<file path="src/rtl/astc_pkg.sv">
// Constants shared by the acquisition start trigger control block
package astc_pkg;
    localparam int CNT_W = 24;
    localparam logic [CNT_W-1:0] CNT_ZERO = 24'h000000;
    localparam logic [CNT_W-1:0] CNT_ONE = 24'h000001;
    localparam logic [CNT_W-1:0] CNT_MAX = 24'hffffff;
    localparam logic [1:0] ORIGIN_SOFTWARE = 2'h0;
    localparam logic [1:0] ORIGIN_LINE1 = 2'h1;
    localparam logic [1:0] ORIGIN_LINE2 = 2'h2;
    localparam logic POLICY_SINGLE = 1'h0;
    localparam logic POLICY_CONTINUOUS = 1'h1;
    localparam logic SHUTTER_TIMED = 1'h0;
    localparam logic SHUTTER_WIDTH = 1'h1;
    localparam logic EDGE_RISING = 1'h0;
    localparam logic EDGE_FALLING = 1'h1;
    typedef enum logic [1:0] {
        ASTC_IDLE,
        ASTC_WAIT,
        ASTC_EXPOSE,
        ASTC_RECOVER
    } astc_state_t;
endpackage

</file>
<file path="src/rtl/astc_edge_det.sv">
// Selectable edge detector giving a one-cycle pulse per edge
`timescale 1ns/1ps
module astc_edge_det (
    input wire logic clk_sys_i,
    input wire logic rst_i,
    input wire logic ce_i,
    input wire logic sig_i,
    input wire logic falling_i,
    output logic pulse_o
);
    import astc_pkg::*;
    logic prev_q;
    logic prev_d;

    always_comb begin
        prev_d = sig_i;
        pulse_o = (falling_i == EDGE_FALLING) ? (prev_q & ~sig_i) : (~prev_q & sig_i);
    end

    always_ff @(posedge clk_sys_i) begin
        if (rst_i) begin
            // Pin level loaded so a line idling high gives no edge after reset
            prev_q <= sig_i;
        end else if (ce_i) begin
            prev_q <= prev_d;
        end
    end
endmodule

</file>
<file path="src/rtl/astc_trigger_ctrl.sv">
// Acquisition start trigger control: arming, gating, pacing and timed exposure
//
// How it works
// - With gating on and software origin, a frame starts only on a host fire command.
// - In the waiting status a software start trigger begins exposure.
// - Beginning exposure leaves the waiting status, so no further trigger is taken.
// - The waiting status returns by itself once a new trigger can be taken.
// - Software-started exposure length comes from the programmed shutter duration.
// - A software trigger arriving outside the waiting status is dropped.
// - A fire command counts as a start trigger while the target selects it.
// - With rate limiting off, gated frames follow their triggers and ungated internal starts follow the minimum frame period.
// - With rate limiting on, internal starts follow the programmed rate period.
// - The arm command readies the block to enter the waiting status.
// - With gating off and continuous policy, starts are made from arm until disarm.
// - A rate period shorter than the minimum frame period is raised to the minimum.
// - With gating on and a line origin, the chosen edge of that line is the start trigger.
`timescale 1ns/1ps
module astc_trigger_ctrl (
    input wire logic clk_sys_i,
    input wire logic rst_i,
    input wire logic ce_i,
    input wire logic trigger_target_choice_i,
    input wire logic external_start_gating_i,
    input wire logic [1:0] start_origin_choice_i,
    input wire logic edge_polarity_i,
    input wire logic [1:0] line_in_i,
    input wire logic shutter_duration_policy_i,
    input wire logic [astc_pkg::CNT_W-1:0] shutter_duration_value_i,
    input wire logic internal_rate_limit_on_i,
    input wire logic [astc_pkg::CNT_W-1:0] internal_rate_value_i,
    input wire logic [astc_pkg::CNT_W-1:0] min_frame_period_i,
    input wire logic capture_run_policy_i,
    input wire logic capture_arm_command_i,
    input wire logic capture_disarm_command_i,
    input wire logic host_fire_command_i,
    output logic armed_o,
    output logic waiting_o,
    output logic exposing_o,
    output logic start_pulse_o
);
    import astc_pkg::*;

    astc_state_t state_q, state_d;
    logic armed_q, armed_d;
    logic waiting_q, waiting_d;
    logic exposing_q, exposing_d;
    logic start_q, start_d;
    logic [CNT_W-1:0] exp_cnt_q, exp_cnt_d;
    logic [CNT_W-1:0] frame_cnt_q, frame_cnt_d;
    logic fire_pulse;
    logic line_sel;
    logic line_pulse;
    logic sw_trig;
    logic hw_trig;
    logic int_trig;
    logic trig;
    logic exp_last;
    logic [CNT_W-1:0] pace_period;

    astc_edge_det u_fire_edge (
        .clk_sys_i(clk_sys_i),
        .rst_i(rst_i),
        .ce_i(ce_i),
        .sig_i(host_fire_command_i),
        .falling_i(EDGE_RISING),
        .pulse_o(fire_pulse)
    );

    astc_edge_det u_line_edge (
        .clk_sys_i(clk_sys_i),
        .rst_i(rst_i),
        .ce_i(ce_i),
        .sig_i(line_sel),
        .falling_i(edge_polarity_i),
        .pulse_o(line_pulse)
    );

    always_comb begin
        line_sel = (start_origin_choice_i == ORIGIN_LINE2) ? line_in_i[1] : line_in_i[0];
        // Fire pulse routed only when the start trigger is the target
        sw_trig = fire_pulse & trigger_target_choice_i & external_start_gating_i
            & (start_origin_choice_i == ORIGIN_SOFTWARE);
        hw_trig = line_pulse & external_start_gating_i
            & ((start_origin_choice_i == ORIGIN_LINE1)
            | (start_origin_choice_i == ORIGIN_LINE2));
        // Enabled rate never faster than the minimum frame period
        pace_period = (internal_rate_limit_on_i && internal_rate_value_i > min_frame_period_i)
            ? internal_rate_value_i : min_frame_period_i;
        // Internal starts only while ungated; gated frames ignore pacing
        int_trig = ~external_start_gating_i & (frame_cnt_q >= pace_period);
        trig = sw_trig | hw_trig | int_trig;
        exp_last = (exp_cnt_q + CNT_ONE >= shutter_duration_value_i);
    end

    always_comb begin
        state_d = state_q;
        armed_d = armed_q;
        exp_cnt_d = exp_cnt_q;
        frame_cnt_d = (frame_cnt_q == CNT_MAX) ? frame_cnt_q : frame_cnt_q + CNT_ONE;
        start_d = 1'b0;
        if (capture_arm_command_i && !armed_q) begin
            armed_d = 1'b1;
            frame_cnt_d = CNT_MAX;
        end
        if (capture_disarm_command_i) begin
            armed_d = 1'b0;
        end
        case (state_q)
            ASTC_IDLE: begin
                if (armed_q) begin
                    state_d = ASTC_WAIT;
                end
            end
            ASTC_WAIT: begin
                if (!armed_q) begin
                    state_d = ASTC_IDLE;
                end else if (trig) begin
                    state_d = ASTC_EXPOSE;
                    start_d = 1'b1;
                    exp_cnt_d = CNT_ZERO;
                    frame_cnt_d = CNT_ZERO;
                    if (capture_run_policy_i == POLICY_SINGLE) begin
                        armed_d = 1'b0;
                    end
                end
            end
            ASTC_EXPOSE: begin
                // Software starts always timed; width policy not honoured here
                exp_cnt_d = exp_cnt_q + CNT_ONE;
                if (exp_last) begin
                    state_d = ASTC_RECOVER;
                end
            end
            ASTC_RECOVER: begin
                if (frame_cnt_q >= min_frame_period_i) begin
                    state_d = armed_q ? ASTC_WAIT : ASTC_IDLE;
                end
            end
            default: begin
                state_d = ASTC_IDLE;
            end
        endcase
        waiting_d = (state_d == ASTC_WAIT);
        exposing_d = (state_d == ASTC_EXPOSE);
    end

    always_ff @(posedge clk_sys_i) begin
        if (rst_i) begin
            state_q <= ASTC_IDLE;
            armed_q <= 1'b0;
            waiting_q <= 1'b0;
            exposing_q <= 1'b0;
            start_q <= 1'b0;
            exp_cnt_q <= CNT_ZERO;
            frame_cnt_q <= CNT_MAX;
        end else if (ce_i) begin
            state_q <= state_d;
            armed_q <= armed_d;
            waiting_q <= waiting_d;
            exposing_q <= exposing_d;
            start_q <= start_d;
            exp_cnt_q <= exp_cnt_d;
            frame_cnt_q <= frame_cnt_d;
        end
    end

    always_comb begin
        armed_o = armed_q;
        waiting_o = waiting_q;
        exposing_o = exposing_q;
        start_pulse_o = start_q;
    end
endmodule

</file>
<file path="config.mk">
export PLATFORM = sky130hd
export DESIGN_NAME = astc_trigger_ctrl
export DESIGN_NICKNAME = d
export VERILOG_FILES = /design/src/rtl/astc_pkg.sv /design/src/rtl/astc_edge_det.sv /design/src/rtl/astc_trigger_ctrl.sv
export SDC_FILE = /design/constraint.sdc
export NUM_CORES = 1
export LEC_CHECK = 0
export BUFFER_PORTS_ARGS = -buffer_cell sky130_fd_sc_hd__buf_2
export CAP_MARGIN = 20
export CORE_UTILIZATION = 53
export DETAILED_ROUTE_END_ITERATION = 12
export PLACE_DENSITY = 0.82
export SETUP_SLACK_MARGIN = 0.1
export SLEW_MARGIN = 0
export SYNTH_ARGS = -nofsm -noshare
export SYNTH_HDL_FRONTEND = slang
export SYNTH_HIERARCHICAL = 1
export SYNTH_SLANG_ARGS = --single-unit
</file>
<file path="constraint.sdc">
create_clock -name clk_sys_i -period 4.5 [get_ports clk_sys_i]
set_input_delay 0.675 -clock clk_sys_i [delete_from_list [all_inputs] [get_ports clk_sys_i]]
set_output_delay 0.675 -clock clk_sys_i [all_outputs]
set_load 0.05 [all_outputs]
</file>
==> flow_summary.ini <==
[clock_network]
htree_levels = 2
numCtsBuffers = 5
clkSlewWorstSetupHoldPaths_ps = 110
clkLatencyLatePin_ps = 320
clock_sinks = 56
cts_root_buf = clkbuf_8
cts_max_path_buffers = 2
tritoncts = built

[cells_and_area]
final_cell_count_no_fill = 980
fin_util = 0.688
drive_above_1_share = 0.257
nets = 1031
area_growth_pct = 24.6
num_antenna_cells = 0
final_area_sq_um = 7170

[sta]
timing.final.crit_share = 0.991
setup_tns_ps = 0
rsz0062_at_grt = yes
min_period_ps = 4460
setup_violations = 0
clock_skew_ps = 10.0
fmax_mhz = 224
hold_violations = 0
timing.hold.ws_ps = 485
finalWorstSetupSlack_ps = 39.9
maxSlewViolCount = 0
relSlewSlack = 0.475
tightest_slew_ps = 784

[place]
dp_slack_ps = -280
gp_congestion = 0.928
dp.cells = 958
dpl_cell_area_sq_um = 6530
hpwl_um = 12200
io_buffers = 90

[critical_path]
crit_fanout = 6
cp_data_required_time_ps = 4760
crit_path_top_delay_cell = o41ai_4
cp-end-kind = flop
max_stage_delay_ps = 430
reg2reg_slack_ps = 780
cp.arrival_ps = 4720
cp_cell_sequence = buf_8, inv_6, ha_4, nor2b_4, o211ai_1, a21oi_2, o31a_1, o41ai_4, buf_4, buf_8, mux2i_2, ha_1, and3_4, a221o_1, a21oi_2, o211ai_1, and3_4, clkbuf_16, a21o_1, a21oi_1
path_class = in2reg
setup.worst_path.start_class = input pin
path_buf_inv = 5
crit_family = compound AO/OA/AOI/OAI gates

[floorplan]
die_h_um = 106
die_area_sq_um = 11300
io_pins = 92
coreArea_sq_um = 10400
die_x_um = 106
core.rowCount = 37
start_util = 0.552

[hold_path]
hp-class = reg2reg

[yosys]
synth_compound_area_frac = 0.242
synth_area_sq_um = 5750
synthXorXnorAreaFrac = 0.0348
netlist.area_leader.share = 0.217
synth.distinct_cells = 74
async_reset_ff_frac = 0
yosys.area.top_type = ha_1
syn-instance-count = 726
synth_top_family_by_area = compound AO/OA/AOI/OAI gates
synth_simple_gate_area_frac = 0.197
synth_edf_count = 2
yosysWarnings = 6
synthFlopType = dfxtp_1
synth_fa_ha_area_frac = 0.217
synth_area_leaders = ha_1 (22%), dfxtp_1 (19%), a21oi_1 (5.7%)
yosysSeqAreaShare = 0.198
ys_ff_latch = 56
synthMuxAreaShare = 0.0439
syn_avg_cell_area_sq_um = 7.93

[grt]
grt_pass1_vias = 5891
antenna_found_initial = 0
grt_pass1_wl_um = 25600
grt_remaining_overflow = 0
grt_max_degree = 38
grt_usage = 0.276

[power_and_ir_drop]
totalPowerFinal_mw = 1.81
p_leak_nw = 3.40
irDropWorstVdd_mv = 0.185
power.density_nw_per_um2 = 253

[drt]
ant_nets = 0
drt-initial-drc-count = 492
drc = 0
wl_per_cell_um = 17.1
drt_wl_total_um = 16700
dr.pass1.iters = 6
vias = 6171
via_per_inst = 6.30

[run]
drv_cap = 0

[outcome]
outcome = completed
[routing by layer]
| layer | part of all wire | vias up | global-route usage |
|---|---|---|---|
| li1 | - | 2938 | - |
| met1 | 0.41 | 2869 | 0.331 |
| met2 | 0.49 | 305 | 0.493 |
| met3 | 0.071 | 59 | 0.0300 |
| met4 | 0.036 | 0 | 0.121 |
| met5 | 0 | - | 0 |
[Yosys cell counts (3+ instances only)]
master      n
inv_1      66
o211ai_1    5
a21o_1      8
or3_1       3
a211oi_1   19
a31o_2      6
o32a_1      5
nor4_1      3
nor2b_1     6
and3_1     11
ha_1      100
nand3_1    34
and2_1      4
a31oi_1    16
a21oi_1    66
nor2_1     41
xor2_1      8
or2_1       3
a221o_1     4
clkbuf_1   23
nand4_1    22
xnor2_1    13
nand3b_1    3
o31ai_1     5
o21a_1      4
nand2b_1    7
a22oi_1     3
nand2_1    50
mux2i_1    23
nor3_1     19
o21ai_0    36
buf_2       4
dfxtp_1    54
[flip-flops by register name, summed over array words and instances, names as in the netlist]
signal and count:
state_q 2, armed_o 1, u_line_edge/prev_q 1, waiting_o 1
u_fire_edge/prev_q 1, exposing_o 1, exp_cnt_q 24, frame_cnt_q 24
start_pulse_o 1
[cells by family (layout without fill, tap and decap cells)]
logic type / count (synthesis) / in the layout
xor+xnor: 22 / 22
compound gates: 208 / 208
other cells: 1 / 2
simple gates: 218 / 218
buf+inv: 96 / 213
mux: 25 / 25
flops: 56 / 56
fa+ha+maj: 100 / 100
[power by group]
group | total (mW) | internal (mW) | switching, mW
sequential | 0.591 | 0.531 | 0.0597
clock | 0.432 | 0.256 | 0.176
combinational | 0.790 | 0.339 | 0.450
[worst register-to-register path, cell delays in order, from the launching register on]
cell and delay, ps:
dfxtp_1 440, ha_1 260, and3_2 230, and3_1 300
and3_1 310, nand2_1 120, nor3_1 330, xnor2_1 140
ha_1 310, nand4_1 150, nor4_1 590, a21bo_2 230
a211oi_1 60, a211oi_1 180
[layout by cell type (no fill, tap or decap), drive strengths merged, types with 7 or more instances in the layout]
cell | Yosys | routed
dfxtp | 54 | 54
nand4 | 23 | 23
a21oi | 67 | 67
xnor2 | 13 | 13
nor3 | 20 | 20
buf | 6 | 137
mux2i | 23 | 23
nor2 | 42 | 42
nand3 | 34 | 34
clkbuf | 24 | 8
a31oi | 16 | 16
xor2 | 9 | 9
o21ai | 39 | 39
nand2b | 7 | 7
a21o | 8 | 8
a211oi | 19 | 19
inv | 66 | 66
and3 | 13 | 13
ha | 100 | 100
nand2 | 50 | 50
[repair_timing]
item / CTS / global route
pin swaps: 0 / 32
buffers inserted: 0 / 11
resized for setup: 3 / 70
gates cloned: 0 / 4
hold buffers: 0 / 0
endpoints found under the setup margin: 12 / 50
[area by class of cell]
cell class / instances / area (sq um)
Multi-Input combinational cell: 575 / 4530
Fill cell: 796 / 3250
Sequential cell: 56 / 1140
Timing Repair Buffer: 139 / 923
Inverter: 66 / 253
Tap cell: 136 / 170
Clock buffer: 6 / 93.8
Clock inverter: 2 / 60.1
[final timing paths]
path	start	end	depth (start not counted)
worst max-delay path	min_frame_period_i[1]	frame_cnt_q[6]	20
worst min-delay path	exp_cnt_q[11]	exp_cnt_q[11]	2
worst min register to register	exp_cnt_q[11]	exp_cnt_q[11]	2
worst max register to register	exp_cnt_q[0]	state_q[0]	13
No activity file was read; power rests on OpenSTA's default activity.
